===== src/hdl/ecl_regs.vh =====
// register map, field positions and timing figures of the rom loader
// assumes: included by bare name from the loader design files
`ifndef ECL_REGS_VH
`define ECL_REGS_VH

// register byte offsets, one 32-bit word each
`define ECL_CMD_OFS      8'h00
`define ECL_DATA_OFS     8'h04
`define ECL_RSTCTL_OFS   8'h08
`define ECL_HWCFG_OFS    8'h0C
`define ECL_STA_LO_OFS   8'h10
`define ECL_STA_HI_OFS   8'h14
`define ECL_SOFT_OFS     8'h18

// rom_command_reg fields
`define ECL_BUSY_BIT     31
`define ECL_OP_MSB       30
`define ECL_OP_LSB       28
`define ECL_TMO_BIT      9
`define ECL_LOC_MSB      7

// reset_control_reg and hardware_config_reg fields
`define ECL_DIGRST_BIT   0
`define ECL_READY_BIT    27

// default op code encodings
`define ECL_OP_READ      3'h0
`define ECL_OP_WRITE     3'h3
`define ECL_OP_RELOAD    3'h7

// rom image layout
`define ECL_VALID_FLAG   8'hA5
`define ECL_B_FIRST      4'h0
`define ECL_B_LAST_STA   4'h6
`define ECL_B_STRAPFLAG  4'h7
`define ECL_B_STRAP_LO   4'h8
`define ECL_B_STRAP_HI   4'hB
`define ECL_B_BURSTFLAG  4'hC

// timing: operation timeout and clock rate
`define ECL_TMO_MS       30
`define ECL_CLK_MHZ      100
`define ECL_BOOT_WAIT    2'h3
`define ECL_TMR_W        22

`endif


===== src/hdl/ecl_timer.v =====
// watchdog counter for one rom access
// assumes: run_in is a level from logic on clk_in; a low level restarts it
`timescale 1ns/1ns
`include "ecl_regs.vh"
module ecl_timer
#(
  parameter WIDTH = `ECL_TMR_W,
  parameter LIMIT = 3000000
)
(
  input  wire clk_in,
  input  wire sys_rst_in,
  input  wire run_in,
  output wire expired_out
);

  // limit minus one, cut to the counter width on purpose
  localparam integer     LAST_I = LIMIT - 1;
  localparam [WIDTH-1:0] LAST   = LAST_I[WIDTH-1:0];

  reg [WIDTH-1:0] count_r;
  reg             expired_r;

  assign expired_out = expired_r;

  // counts while running; at the limit holds the count and pulses every other cycle
  always @(posedge clk_in or posedge sys_rst_in)
  begin
    if (sys_rst_in)
    begin
      count_r   <= {WIDTH{1'b0}};
      expired_r <= 1'b0;
    end
    else if (!run_in)
    begin
      count_r   <= {WIDTH{1'b0}};
      expired_r <= 1'b0;
    end
    else
    begin
      expired_r <= (count_r == LAST) && !expired_r;
      if (count_r != LAST)
        count_r <= count_r + {{(WIDTH-1){1'b0}}, 1'b1};
    end
  end

endmodule // ecl_timer


===== src/hdl/ecl_loader.v =====
// rom command controller and boot loader
// assumes: a byte engine on the far side answers a 4-phase req/ack
// handshake from another clock domain; straps come from pins
`timescale 1ns/1ns
`include "ecl_regs.vh"
module ecl_loader
#(
  parameter [2:0] OP_READ        = `ECL_OP_READ,
  parameter [2:0] OP_WRITE       = `ECL_OP_WRITE,
  parameter [2:0] OP_RELOAD      = `ECL_OP_RELOAD,
  parameter       TIMEOUT_CYCLES = `ECL_TMO_MS * 1000 * `ECL_CLK_MHZ
)
(
  input  wire        clk_in,
  input  wire        sys_rst_in,
  input  wire [7:0]  addr_in,
  input  wire [31:0] wr_data_in,
  input  wire        wr_in,
  input  wire        rd_in,
  output wire [31:0] rd_data_out,
  input  wire [31:0] strap_in,
  output wire        rom_req_out,
  output wire        rom_we_out,
  output wire        rom_seq_out,
  output wire [7:0]  rom_location_out,
  output wire [7:0]  rom_wdata_out,
  input  wire        rom_ack_in,
  input  wire [7:0]  rom_rdata_in,
  output wire [31:0] phy_cfg_out,
  output wire        phy_load_out,
  output wire        device_ready_out
);
  localparam [3:0] ST_BOOT = 4'h0;
  localparam [3:0] ST_IDLE = 4'h1;
  localparam [3:0] ST_REQ  = 4'h2;
  localparam [3:0] ST_ACK  = 4'h3;
  localparam [3:0] ST_DROP = 4'h4;
  localparam [3:0] ST_NEXT = 4'h5;
  localparam [3:0] ST_PHY  = 4'h6;
  ////////////////////////////////////////////////////////////////////////////
  // state; idx_r is the loader byte index
  reg  [3:0]  state_r, idx_r;
  reg         loader_r;       // sequence belongs to the boot loader
  reg         ready_r, busy_r, timed_out_r, phy_load_r;
  reg         req_r, we_r, seq_r, ack_m_r, ack_s_r;
  reg  [2:0]  rom_op_code_r;
  reg  [1:0]  boot_cnt_r;
  reg  [15:0] sta_hi_r;
  reg  [7:0]  rom_location_r, rom_data_r, strap_flag_r;
  reg  [7:0]  loc_out_r, wdata_out_r, rdat_m_r, rdat_s_r;
  reg  [31:0] sta_lo_r, shadow_r, soft_r, phy_cfg_r;
  reg  [31:0] rd_data_r, strap_m_r, strap_s_r;
  wire        expired, in_access, cmd_wr, go;
  assign rd_data_out      = rd_data_r;
  assign rom_req_out      = req_r;
  assign rom_we_out       = we_r;
  assign rom_seq_out      = seq_r;
  assign rom_location_out = loc_out_r;
  assign rom_wdata_out    = wdata_out_r;
  assign phy_cfg_out      = phy_cfg_r;
  assign phy_load_out     = phy_load_r;
  assign device_ready_out = ready_r;
  // command writes only count while idle; a write during busy is dropped
  assign cmd_wr    = wr_in && (addr_in == `ECL_CMD_OFS) && !busy_r;
  assign go        = cmd_wr && wr_data_in[`ECL_BUSY_BIT];
  assign in_access = (state_r == ST_REQ) || (state_r == ST_ACK) ||
                     (state_r == ST_DROP);
  ////////////////////////////////////////////////////////////////////////////
  // input synchronisers: data settles before ack rises, so both stages
  // of the byte are steady by the time the synced ack is seen
  always @(posedge clk_in or posedge sys_rst_in)
  begin
    if (sys_rst_in)
    begin
      ack_m_r   <= 1'b0;
      ack_s_r   <= 1'b0;
      rdat_m_r  <= 8'h00;
      rdat_s_r  <= 8'h00;
      strap_m_r <= 32'h00000000;
      strap_s_r <= 32'h00000000;
    end
    else
    begin
      ack_m_r   <= rom_ack_in;
      ack_s_r   <= ack_m_r;
      rdat_m_r  <= rom_rdata_in;
      rdat_s_r  <= rdat_m_r;
      strap_m_r <= strap_in;
      strap_s_r <= strap_m_r;
    end
  end

  // access watchdog, restarted for every byte
  ecl_timer #(.WIDTH(`ECL_TMR_W), .LIMIT(TIMEOUT_CYCLES)) u_timer
  (
    .clk_in      (clk_in),
    .sys_rst_in  (sys_rst_in),
    .run_in      (in_access),
    .expired_out (expired)
  );

  ////////////////////////////////////////////////////////////////////////////
  // sequencer and software-written registers
  always @(posedge clk_in or posedge sys_rst_in)
  begin
    if (sys_rst_in)
    begin
      state_r        <= ST_BOOT;
      loader_r       <= 1'b1;
      ready_r        <= 1'b0;
      busy_r         <= 1'b1;
      timed_out_r    <= 1'b0;
      rom_op_code_r  <= OP_READ;
      rom_location_r <= 8'h00;
      rom_data_r     <= 8'h00;
      idx_r          <= 4'h0;
      boot_cnt_r     <= 2'h0;
      sta_lo_r       <= 32'h00000000;
      sta_hi_r       <= 16'h0000;
      strap_flag_r   <= 8'h00;
      shadow_r       <= 32'h00000000;
      soft_r         <= 32'h00000000;
      phy_cfg_r      <= 32'h00000000;
      phy_load_r     <= 1'b0;
      req_r          <= 1'b0;
      we_r           <= 1'b0;
      seq_r          <= 1'b0;
      loc_out_r      <= 8'h00;
      wdata_out_r    <= 8'h00;
    end
    else
    begin
      phy_load_r <= 1'b0;
      // software side, honoured only while idle
      if (cmd_wr)
      begin
        rom_op_code_r  <= wr_data_in[`ECL_OP_MSB:`ECL_OP_LSB];
        rom_location_r <= wr_data_in[`ECL_LOC_MSB:0];
        if (wr_data_in[`ECL_TMO_BIT])
          timed_out_r <= 1'b0;    // write one to clear
      end
      if (wr_in && (addr_in == `ECL_DATA_OFS) && !busy_r)
        rom_data_r <= wr_data_in[7:0];
      if (go)
      begin
        busy_r <= 1'b1;
        idx_r  <= `ECL_B_FIRST;
        state_r <= ST_REQ;
        if (wr_data_in[`ECL_OP_MSB:`ECL_OP_LSB] == OP_RELOAD)
        begin
          loader_r <= 1'b1;
          ready_r  <= 1'b0;
        end
      end
      // digital reset bit restarts the loader with fresh straps
      if (wr_in && (addr_in == `ECL_RSTCTL_OFS) &&
          wr_data_in[`ECL_DIGRST_BIT])
      begin
        state_r    <= ST_BOOT;
        loader_r   <= 1'b1;
        ready_r    <= 1'b0;
        busy_r     <= 1'b1;
        req_r      <= 1'b0;
        boot_cnt_r <= 2'h0;
      end
      else if (in_access && expired)
      begin
        // abandon: drop the request, report, and stop whatever ran
        req_r       <= 1'b0;
        timed_out_r <= 1'b1;
        busy_r      <= 1'b0;
        loader_r    <= 1'b0;
        ready_r     <= 1'b1;
        state_r     <= ST_IDLE;
      end
      else
      begin
        case (state_r)
          ST_BOOT:
          begin
            // let the strap synchroniser fill before catching it
            boot_cnt_r <= boot_cnt_r + 2'h1;
            if (boot_cnt_r == `ECL_BOOT_WAIT)
            begin
              soft_r  <= strap_s_r;
              idx_r   <= `ECL_B_FIRST;
              state_r <= ST_REQ;
            end
          end
          ST_IDLE:
            if (!(go && (wr_data_in[`ECL_OP_MSB:`ECL_OP_LSB] == OP_RELOAD)))
              ready_r <= 1'b1;
          ST_REQ:
          begin
            // a late ack from an abandoned access must fall first
            if (!ack_s_r)
            begin
              req_r       <= 1'b1;
              we_r        <= !loader_r &&
                             (rom_op_code_r == OP_WRITE);
              seq_r       <= loader_r && (idx_r != `ECL_B_FIRST);
              loc_out_r   <= loader_r ? {4'h0, idx_r} : rom_location_r;
              wdata_out_r <= rom_data_r;
              state_r     <= ST_ACK;
            end
          end
          ST_ACK:
          begin
            if (ack_s_r)
            begin
              req_r   <= 1'b0;
              state_r <= ST_DROP;
              if (!loader_r && (rom_op_code_r == OP_READ))
                rom_data_r <= rdat_s_r;
              if (loader_r)
              begin
                case (idx_r)
                  4'h0: strap_flag_r    <= rdat_s_r;  // byte 0, briefly
                  4'h1: sta_lo_r[7:0]   <= rdat_s_r;
                  4'h2: sta_lo_r[15:8]  <= rdat_s_r;
                  4'h3: sta_lo_r[23:16] <= rdat_s_r;
                  4'h4: sta_lo_r[31:24] <= rdat_s_r;
                  4'h5: sta_hi_r[7:0]   <= rdat_s_r;
                  4'h6: sta_hi_r[15:8]  <= rdat_s_r;
                  4'h7: strap_flag_r    <= rdat_s_r;
                  4'h8: shadow_r[7:0]   <= rdat_s_r;
                  4'h9: shadow_r[15:8]  <= rdat_s_r;
                  4'hA: shadow_r[23:16] <= rdat_s_r;
                  4'hB:
                  begin
                    shadow_r[31:24] <= rdat_s_r;
                    if (strap_flag_r == `ECL_VALID_FLAG)
                      soft_r <= {rdat_s_r, shadow_r[23:0]};
                  end
                  default: shadow_r <= shadow_r;
                endcase
              end
            end
          end
          ST_DROP:
            if (!ack_s_r)
              state_r <= ST_NEXT;
          ST_NEXT:
          begin
            if (!loader_r)
            begin
              busy_r  <= 1'b0;
              state_r <= ST_IDLE;
            end
            else if (idx_r == `ECL_B_FIRST)
              state_r <= (strap_flag_r == `ECL_VALID_FLAG) ?
                         ST_REQ : ST_PHY;
            else if (idx_r == `ECL_B_STRAP_HI)
              state_r <= ST_PHY;
            else if (idx_r == `ECL_B_BURSTFLAG)
            begin
              // burst data is handled elsewhere; either flag ends here
              busy_r   <= 1'b0;
              loader_r <= 1'b0;
              state_r  <= ST_IDLE;
            end
            else
              state_r <= ST_REQ;
            if (loader_r && (idx_r != `ECL_B_STRAP_HI) &&
                (idx_r != `ECL_B_BURSTFLAG))
              idx_r <= idx_r + 4'h1;
          end
          ST_PHY:
          begin
            phy_cfg_r  <= soft_r;
            phy_load_r <= 1'b1;
            if (idx_r == `ECL_B_STRAP_HI)
            begin
              idx_r   <= `ECL_B_BURSTFLAG;
              state_r <= ST_REQ;
            end
            else
            begin
              busy_r   <= 1'b0;
              loader_r <= 1'b0;
              state_r  <= ST_IDLE;
            end
          end
          default:
            state_r <= ST_IDLE;
        endcase
      end
    end
  end

  ////////////////////////////////////////////////////////////////////////////
  // read port: data stands for exactly the cycle after the strobe
  always @(posedge clk_in or posedge sys_rst_in)
  begin
    if (sys_rst_in)
      rd_data_r <= 32'h00000000;
    else if (!rd_in)
      rd_data_r <= 32'h00000000;
    else
    begin
      case (addr_in)
        `ECL_CMD_OFS:    rd_data_r <= {busy_r, rom_op_code_r, 18'h00000,
                                       timed_out_r, 1'b0, rom_location_r};
        `ECL_DATA_OFS:   rd_data_r <= {24'h000000, rom_data_r};
        `ECL_HWCFG_OFS:  rd_data_r <= {4'h0, ready_r, 27'h0000000};
        `ECL_STA_LO_OFS: rd_data_r <= sta_lo_r;
        `ECL_STA_HI_OFS: rd_data_r <= {16'h0000, sta_hi_r};
        `ECL_SOFT_OFS:   rd_data_r <= soft_r;
        default:         rd_data_r <= 32'h00000000;
      endcase
    end
  end
endmodule // ecl_loader


===== config.mk =====
export PLATFORM = sky130hd
export DESIGN_NAME = ecl_loader
export DESIGN_NICKNAME = d
export VERILOG_FILES = /design/src/hdl/ecl_timer.v /design/src/hdl/ecl_loader.v
export VERILOG_INCLUDE_DIRS = /design/src /design/src/hdl
export SDC_FILE = /design/constraint.sdc
export NUM_CORES = 1
export LEC_CHECK = 0
export BUFFER_PORTS_ARGS = -buffer_cell sky130_fd_sc_hd__buf_4
export CAP_MARGIN = 0
export CORE_MARGIN = 3
export CORE_UTILIZATION = 25
export DETAILED_ROUTE_END_ITERATION = 12
export SYNTH_ARGS = -nofsm -noshare
export SYNTH_HDL_FRONTEND = slang
export SYNTH_SLANG_ARGS = --single-unit

===== constraint.sdc =====
create_clock -name clk_in -period 12.7 [get_ports clk_in]
set_input_delay 2.54 -clock clk_in [delete_from_list [all_inputs] [get_ports clk_in]]
set_output_delay 2.54 -clock clk_in [all_outputs]
set_load 0.05 [all_outputs]

==> results by group, run 1 <==
Placed design
  – Hpwl dp: 25,200 um
  – PortBufs: 150
  – Routability cong.: 0.865
  – Dpl cells: 1,827
  – Pre-CTS WS: just under 7 ns

Clock network
  – Clk root buf: clkbuf_16
  – Post-CTS resize count: 0
  – Clock transition at the registers of the reported paths: roughly 0.060 ns
  – CTS tree: built
  – Clk_lat worst skew: 0.52 ns
  – Num Clock Sinks: 334
  – Cts hold-fix bufs: 0
  – Post-CTS Setup Bufs: 0
  – TritonCTS Buffers: 36
  – H-Tree Depth: 2
  – Deepest clock path buffer count: 3

Timing
  – Setup-failing EPs final: 0
  – Clock Skew: 0.0199 ns
  – Final slew viol count: 0
  – Setup ws final: 7.28 ns
  – Worst Max-Slew Pin Slew: ~1.1 ns
  – Slew headroom: 0.282
  – Final TNS setup: 0 ns
  – Final period utilization: 0.427
  – Final Hold Fails: 0
  – Achievable Freq: roughly 180 MHz
  – Worst hold slack: about 0.35 ns
  – Post-layout min period: between 5 and 6 ns
  – RSZ-0062 raised after global routing: no

Synth
  – Avg Cell Area, Syn: 13.1 um2
  – Synth warn: 0
  – Mux contribution to synthesized area: 0.169
  – Area share of fa/ha/maj cells after synthesis: 0.00549
  – Cell Area, Synth: ~14,000 um2
  – Async S/R FF share, synth: 1.00
  – Post-Synth Simple-Gate Area: 0.0913
  – Post-Synth XOR/XNOR Area: 0.0147
  – Yosys reg bits: 334
  – Complex-gate fraction of the synthesized area: 0.0812
  – Largest area contributor in the netlist: dfrtp_1
  – EDFF count, synth: 0
  – Ys flop type: dfrtp_1
  – Combinational family with the most area after synthesis: multiplexers
  – Syn Nets: 1,133
  – Synth top area share: 0.607
  – Synth cell types: 68
  – Seq/Total Area, Yosys: 0.611
  – Cells after Synth: about 1,000
  – Top cells by area, synth: dfrtp_1, mux2_2, mux2i_1

Setup path
  – Crit path cell chain: buf_4, nor4bb_1, and4_1, nor2_4, buf_4, nand2_2, mux2_2
  – Worst EP arrival: roughly 5.8 ns
  – Most common cell on crit path: buf_4
  – CP Class: in2reg
  – CP startpoint kind: input pin
  – Crit path max fanout: 74
  – Slowest stage cell, crit path: nand2_2
  – CP peak stage delay: between 0.8 and 0.9 ns
  – Crit. End Element: flop
  – WP data required: between 10 and 15 ns

Cells and area
  – # nets final: around 1,300
  – Share of layout cells above drive strength 1: 0.321
  – Reg area: approximately 8400 um2
  – Final Util: 0.307
  – Number of fill cells: 5,465
  – Multi-input combinational cell area: ~5000 um2
  – Layout area overhead: 21.1%
  – Post-route insts no fill: ~1,900

Global route
  – Number of global-route vias before repair: 9,092
  – Global-route track usage on met3: 0.0219
  – GR Util met2: 0.211
  – Pin count of the biggest net entering global routing: 150
  – Initial antenna violation count: 1
  – GR Layer Usage met1: 0.182
  – Tot GR Track Use: 0.130
  – First-pass GRT wire length: between 50,000 and 60,000 um
  – Gr busiest metal: met2
  – GR Overflow Total: 0

Detailed routing
  – Vias per inst: 4.69
  – Avg WL per Cell: about 20 um
  – DRC: 0
  – WL final: between 30,000 and 40,000 um
  – Final ANT Viol Nets: 0
  – Via count: around 8,900
  – First DRT Iteration DRCs: between 600 and 700
  – Drt first pass iters: 5

Power and ir drop
  – Sequential share of power: 0.511
  – Pwr per Cell Area: between 100 and 150 nW/um2
  – Sw Pwr: 514 uW
  – Sw Share: 0.230
  – Gate power share: 0.042
  – Clock power share: 0.447
  – P_int: 1730 uW
  – Maximum VDD drop: approximately 0.00007 V
  – Pleak: between 0.007 and 0.008 uW

Outcome
  – Outcome: finished, final reports clean

Floorplanning
  – # rows: 85
  – Core Box Area: 54,000 um2
  – Total Die Area: about 58,000 um2
  – Number of top-level pins: 170
  – Initial Utilization: 0.253
  – Die W: ~240 um
  – Die Y: 240 um

Min path
  – Worst min-delay path class: reg2reg

Run
  – Max cap viols: 0
-- flip-flops by register name, summed over array words and instances (netlist names), 8 cells and up --
signal,count
phy_cfg_out,32
rd_data_out,32
rdat_m_r,8
rdat_s_r,8
rom_data_r,8
rom_location_out,8
rom_location_r,8
rom_wdata_out,8
shadow_r,24
soft_r,32
sta_hi_r,16
sta_lo_r,32
strap_flag_r,8
strap_m_r,32
strap_s_r,32
u_timer.count_r,22
-- layout by cell type (no fill, tap or decap), types with 7 or more instances in the layout --
| cell type | instances |
|---|---|
| nand2_1 | 45 |
| clkbuf_16 | 37 |
| buf_4 | 155 |
| nor3_1 | 8 |
| clkinv_2 | 7 |
| mux2_2 | 137 |
| inv_1 | 9 |
| and3_1 | 10 |
| o2bb2ai_1 | 8 |
| a22oi_1 | 17 |
| nor2_1 | 73 |
| clkbuf_8 | 9 |
| nand2b_1 | 9 |
| mux2i_1 | 65 |
| xor2_1 | 17 |
| a22o_1 | 9 |
| mux2_4 | 8 |
| a31oi_1 | 35 |
| nand4_1 | 9 |
| dfrtp_1 | 332 |
| o21ai_0 | 27 |
| a21oi_1 | 43 |
| nand3_1 | 18 |
-- stage by stage --
stage	total power [uW]	cell area, um2
after floorplan	1200	13700
final	2240	16600
after CTS	2280	16600
after detailed placement	1260	15400
after global placement	1260	15400
after global routing	2340	16600
-- worst max-delay path, delay by kind of cell --
kind | cells | cell delay, ns
buffers and inverters | 2 | 1.02
multiplexers | 1 | 0.55
AND/OR/NAND/NOR | 4 | 1.63
-- routing by layer --
metal  vias to the layer above  routed length (um)
li1                       3997                   -
met2                       243               17800
met1                      4583               17200
met4                         0                 667
met5                         -                   0
met3                        40                2030
-- power groups by stage --
| stage | Combinational [uW] | Clock [uW] | Sequential (uW) |
|---|---|---|---|
| 2_1_floorplan | 65.1 | 0 | 1140 |
| 3_3_place_gp | 92.2 | 0 | 1160 |
| 3_5_place_dp | 95.0 | 0 | 1160 |
| 4_1_cts | 95.6 | 1040 | 1150 |
| 5_1_grt | 107 | 1080 | 1150 |
| 6_report | 93.2 | 1000 | 1150 |
-- cells in the mapped netlist (3+ instances only) --
cell and n:
xor2_1 17, a21o_1 3, nor3_1 9, and4_1 4, buf_4 5, and3_1 10, buf_2 18, nand4_4 6
nor2_1 74, nand3_1 18, dfrtp_1 332, a32oi_1 6, a31oi_1 35, a21oi_1 43, nand2b_1 9, a32o_1 3
nor4_1 6, o21ai_0 27, o2bb2ai_1 8, nand3_2 3, and2_1 5, mux2_4 8, nand2_1 45, clkbuf_1 37
inv_1 10, a22oi_1 17, nand4_1 9, a22o_1 9, xnor2_1 6, mux2_2 137, buf_6 4, mux2i_1 65
ha_1 6, nor2b_1 5, nor4bb_1 4
-- area by class of cell --
type / instances / share of cell area
inverters: 11 / 0.00294
well taps: 696 / 0.0525
diodes: 1 / 0.000151
clock inverters: 10 / 0.00355
multi-input cells: 630 / 0.300
flip-flops and latches: 334 / 0.504
repair buffers: 156 / 0.0714
clock buffers: 52 / 0.0647
-- cells by family (layout without fill, tap and decap cells) --
logic type	Yosys count	count (layout)
AO/OA/AOI/OAI	168	168
flip-flops	334	334
XOR/XNOR	23	23
multiplexers	210	210
buffers and inverters	78	229
adder cells (fa/ha/maj)	6	6
other	1	2
AND/OR/NAND/NOR	222	222
-- final timing paths --
kind / from / to / slack (ns) / cells after the start
worst max-delay path: addr_in[3] / phy_cfg_out[17] / 7.28 / 7
worst min-delay path: strap_m_r[25] / strap_s_r[25] / 0.35 / 0
worst max register to register: state_r[1] / phy_cfg_out[17] / 9.09 / 6
worst min register to register: strap_m_r[25] / strap_s_r[25] / 0.35 / 0
max in group asynchronous: sys_rst_in / soft_r[26] / 8.51 / 4
min in group asynchronous: sys_rst_in / strap_m_r[0] / 2.15 / 2
Note: power is estimated with default switching activity, not from simulation.
==> inputs of run 2 (changes only) <==
- ABC_AREA: not set -> 1
- clock period: 12.7 -> 4.53 ns (I/O delays scaled with it)
==> run 2 against run 1 <==
Sequential power grew to 3.0 times the previous value. Sequential cell count did not move. Cell area is 3.7% higher. Via count increased by 28%. Total power increased to 3.3 times the previous value. Area after synthesis is 3.4% higher. Clock power rose to 2.8 times the previous value. First-iteration DRC count is 58% higher. Clock skew decreased by 0.0067 ns. Largest cell class unchanged.
==> results by group, run 2 <==
Outcome
  – Outcome: finished, final reports clean

Timing
  – Final Hold Fails: 0 (unchanged)
  – Achievable Freq: ~360 MHz
  – Slew headroom: 0.384 (+0.101)
  – RSZ-0062 raised after global routing: no
  – Clock Skew: 0.0132 ns (-0.00665 ns)
  – Final slew viol count: 0 (unchanged)
  – Final period utilization: 0.616
  – Post-layout min period: roughly 2.8 ns
  – Worst Max-Slew Pin Slew: 0.917 ns (-0.155 ns)
  – Final TNS setup: 0 ns (unchanged)
  – Worst hold slack: 0.340 ns (-0.00643 ns)
  – Setup-failing EPs final: 0 (unchanged)

Placed design
  – PortBufs: 150 (unchanged)
  – Routability cong.: 0.882 (+2.0%)
  – Hpwl dp: 29,700 um (+18%)

Clock network
  – Clk_lat worst skew: 0.54 ns (+0.02 ns)
  – H-Tree Depth: 2 (unchanged)
  – CTS tree: built
  – TritonCTS Buffers: 36 (unchanged)
  – Post-CTS Setup Bufs: 0 (unchanged)
  – Clk root buf: clkbuf_16
  – Post-CTS resize count: 0 (unchanged)
  – Clock transition at the registers of the reported paths: 0.06 ns (about the same)
  – Deepest clock path buffer count: 3 (unchanged)
  – Cts hold-fix bufs: 0 (unchanged)
  – Num Clock Sinks: 334 (unchanged)

Floorplanning
  – Die W: 244 um (+1.6%)
  – Core Box Area: 55,500 um2 (+2.8%)
  – Total Die Area: 59,500 um2 (+3.3%)
  – Number of top-level pins: 170 (unchanged)
  – Initial Utilization: 0.255 (+0.00154)
  – Die Y: 244 um (+1.6%)
  – # rows: 86 (+1.2%)

Synth
  – EDFF count, synth: 0 (unchanged)
  – Most frequent cells after synthesis: nand2_1, dfrtp_1, nand3_1
  – Synth warn: 0 (unchanged)
  – Cell Area, Synth: 14,100 um2 (+3.4%)
  – Seq/Total Area, Yosys: 0.591 (-0.0201)
  – Ys flop type: dfrtp_1
  – Post-Synth XOR/XNOR Area: 0.00433 (-0.0104)
  – Top-count cell post-synth: nand2_1
  – Cells after Synth: 1,624 (+56%)
  – Synth cell types: 40 (-41%)
  – Mux contribution to synthesized area: 0 (-0.169)
  – Yosys reg bits: 334 (unchanged)
  – Combinational family with the most area after synthesis: simple AND/OR/NAND/NOR gates
  – Async S/R FF share, synth: 1.00 (unchanged)
  – Post-Synth Simple-Gate Area: 0.293 (+0.201)
  – Complex-gate fraction of the synthesized area: 0.0500 (-0.0312)
  – Area share of fa/ha/maj cells after synthesis: 0.00531 (-0.000180)
  – Largest area contributor in the netlist: dfrtp_1
  – Top cells by area, synth: dfrtp_1, nand2_1, nand3_1
  – Avg Cell Area, Syn: 8.71 um2 (-34%)
  – Syn Nets: 1,715 (+51%)
  – Synth top area share: 0.587 (-0.0199)

Power and ir drop
  – Sw Share: 0.297 (+0.0679)
  – Sequential share of power: 0.480 (-0.031)
  – Gate power share: 0.134 (+0.092)
  – P_int: 5130 uW (+200%)
  – Clock power share: 0.386 (-0.061)
  – Maximum VDD drop: 0.000178 V (+150%)
  – Sw Pwr: 2170 uW (+320%)
  – Pleak: 0.00887 uW (+18%)
  – Pwr per Cell Area: 425 nW/um2 (+210%)

Detailed routing
  – WL final: 41,900 um (+11%)
  – Via count: 11,300 (+28%)
  – First DRT Iteration DRCs: 975 (+58%)
  – DRC: 0 (unchanged)
  – Avg WL per Cell: 16.5 um (-17%)
  – Final ANT Viol Nets: 0 (unchanged)
  – Vias per inst: 4.46 (-4.9%)
  – Drt first pass iters: 5 (unchanged)

Global route
  – Initial antenna violation count: 4 (+3)
  – Number of global-route vias before repair: 11,400 (+26%)
  – Pin count of the biggest net entering global routing: 107 (-29%)
  – GR Overflow Total: 0 (unchanged)
  – Tot GR Track Use: 0.139 (+0.00876)
  – First-pass GRT wire length: 65,200 um (+14%)

Cells and area
  – Commonest non-fill, non-tap cell in the layout: nand2_1
  – Final Util: 0.310 (+0.00284)
  – Layout area overhead: 21.5%
  – # nets final: 1,855 (+47%)
  – Share of layout cells above drive strength 1: 0.151 (-0.170)
  – Most frequent cells in the layout: nand2_1, dfrtp_1, buf_4, nand3_1, inv_1

Setup path
  – Crit path max fanout: 33 (-55%)
  – Crit path cell chain: nand2_1, inv_2, nand2_4, buf_4, o21a_2, nand3_2, buf_4, nand2_1, nand2_1
  – Slowest stage cell, crit path: o21a_2
  – WP data required: 4.96 ns (-8.12 ns)
  – Most common cell on crit path: nand2_1
  – CP Class: reg2reg
  – CP peak stage delay: 0.67 ns (-0.19 ns)
  – Crit. End Element: flop
  – CP startpoint kind: flop
  – Worst EP arrival: 3.22 ns (-2.58 ns)

Min path
  – Worst min-delay path class: reg2reg

Run
  – Max cap viols: 0 (unchanged)
run 2: cell type report:
cell class	count	area (um2)
multi-input cells	1096	4990
fillers	5914	38300
clock buffers	47	1010
flip-flops and latches	334	8360
clock inverters	17	109
repair buffers	165	1280
inverters	131	498
diodes	3	7.51
well taps	748	936
run 2: path summary, 6_finish.rpt:
kind / cells past startpoint / end / startpoint / slack (ns)
setup reg to reg: 9 / soft_r[16] / state_r[1] / 1.74
hold / removal: 0 / strap_s_r[30] / strap_m_r[30] / 0.34
hold reg to reg: 0 / strap_s_r[30] / strap_m_r[30] / 0.34
setup / recovery: 9 / soft_r[16] / state_r[1] / 1.74
max in group asynchronous: 3 / sta_hi_r[13] / sys_rst_in / 2.87
min in group asynchronous: 2 / strap_m_r[27] / sys_rst_in / 0.53
run 2: power groups by stage:
stage | clock, uW | combinational, uW | sequential (uW)
after global routing | 3010 | 1090 | 3530
after CTS | 2910 | 992 | 3500
final | 2820 | 981 | 3500
after global placement | 0 | 972 | 3540
after floorplan | 0 | 561 | 3570
after detailed placement | 0 | 989 | 3550
run 2: worst max-delay path, delay by kind of cell (launching register included):
family | cells | cell delay (ns)
AOI/OAI and AO/OA | 1 | 0.67
buffers and inverters | 3 | 0.74
DFF | 1 | 0.51
and+or+nand+nor | 5 | 0.71
run 2: kinds of logic after synthesis:
logic type	after synthesis
XOR/XNOR	7
AO/OA/AOI/OAI	135
buffers and inverters	194
flip-flops	334
adder cells (fa/ha/maj)	6
other	1
AND/OR/NAND/NOR	947
run 2: metrics by stage:
step / instance area [um2] / instances / setup WS, ns / power, uW
5_1_grt: 17200 / 2540 / 1.55 / 7640
2_1_floorplan: 14100 / 1624 / -0.837 / 4130
6_report: 17200 / 2541 / 1.74 / 7300
3_5_place_dp: 16100 / 2474 / 1.49 / 4540
3_3_place_gp: 16100 / 2474 / 1.53 / 4510
4_1_cts: 17200 / 2538 / 1.74 / 7390
run 2: layer usage:
layer  up-vias  routed length [um]  GRT usage
met5         -                  13          0
met4         2                1460     0.0566
met3        79                2810     0.0275
met2       350               19100      0.219
met1      5451               18500      0.187
li1       5451                   -          -
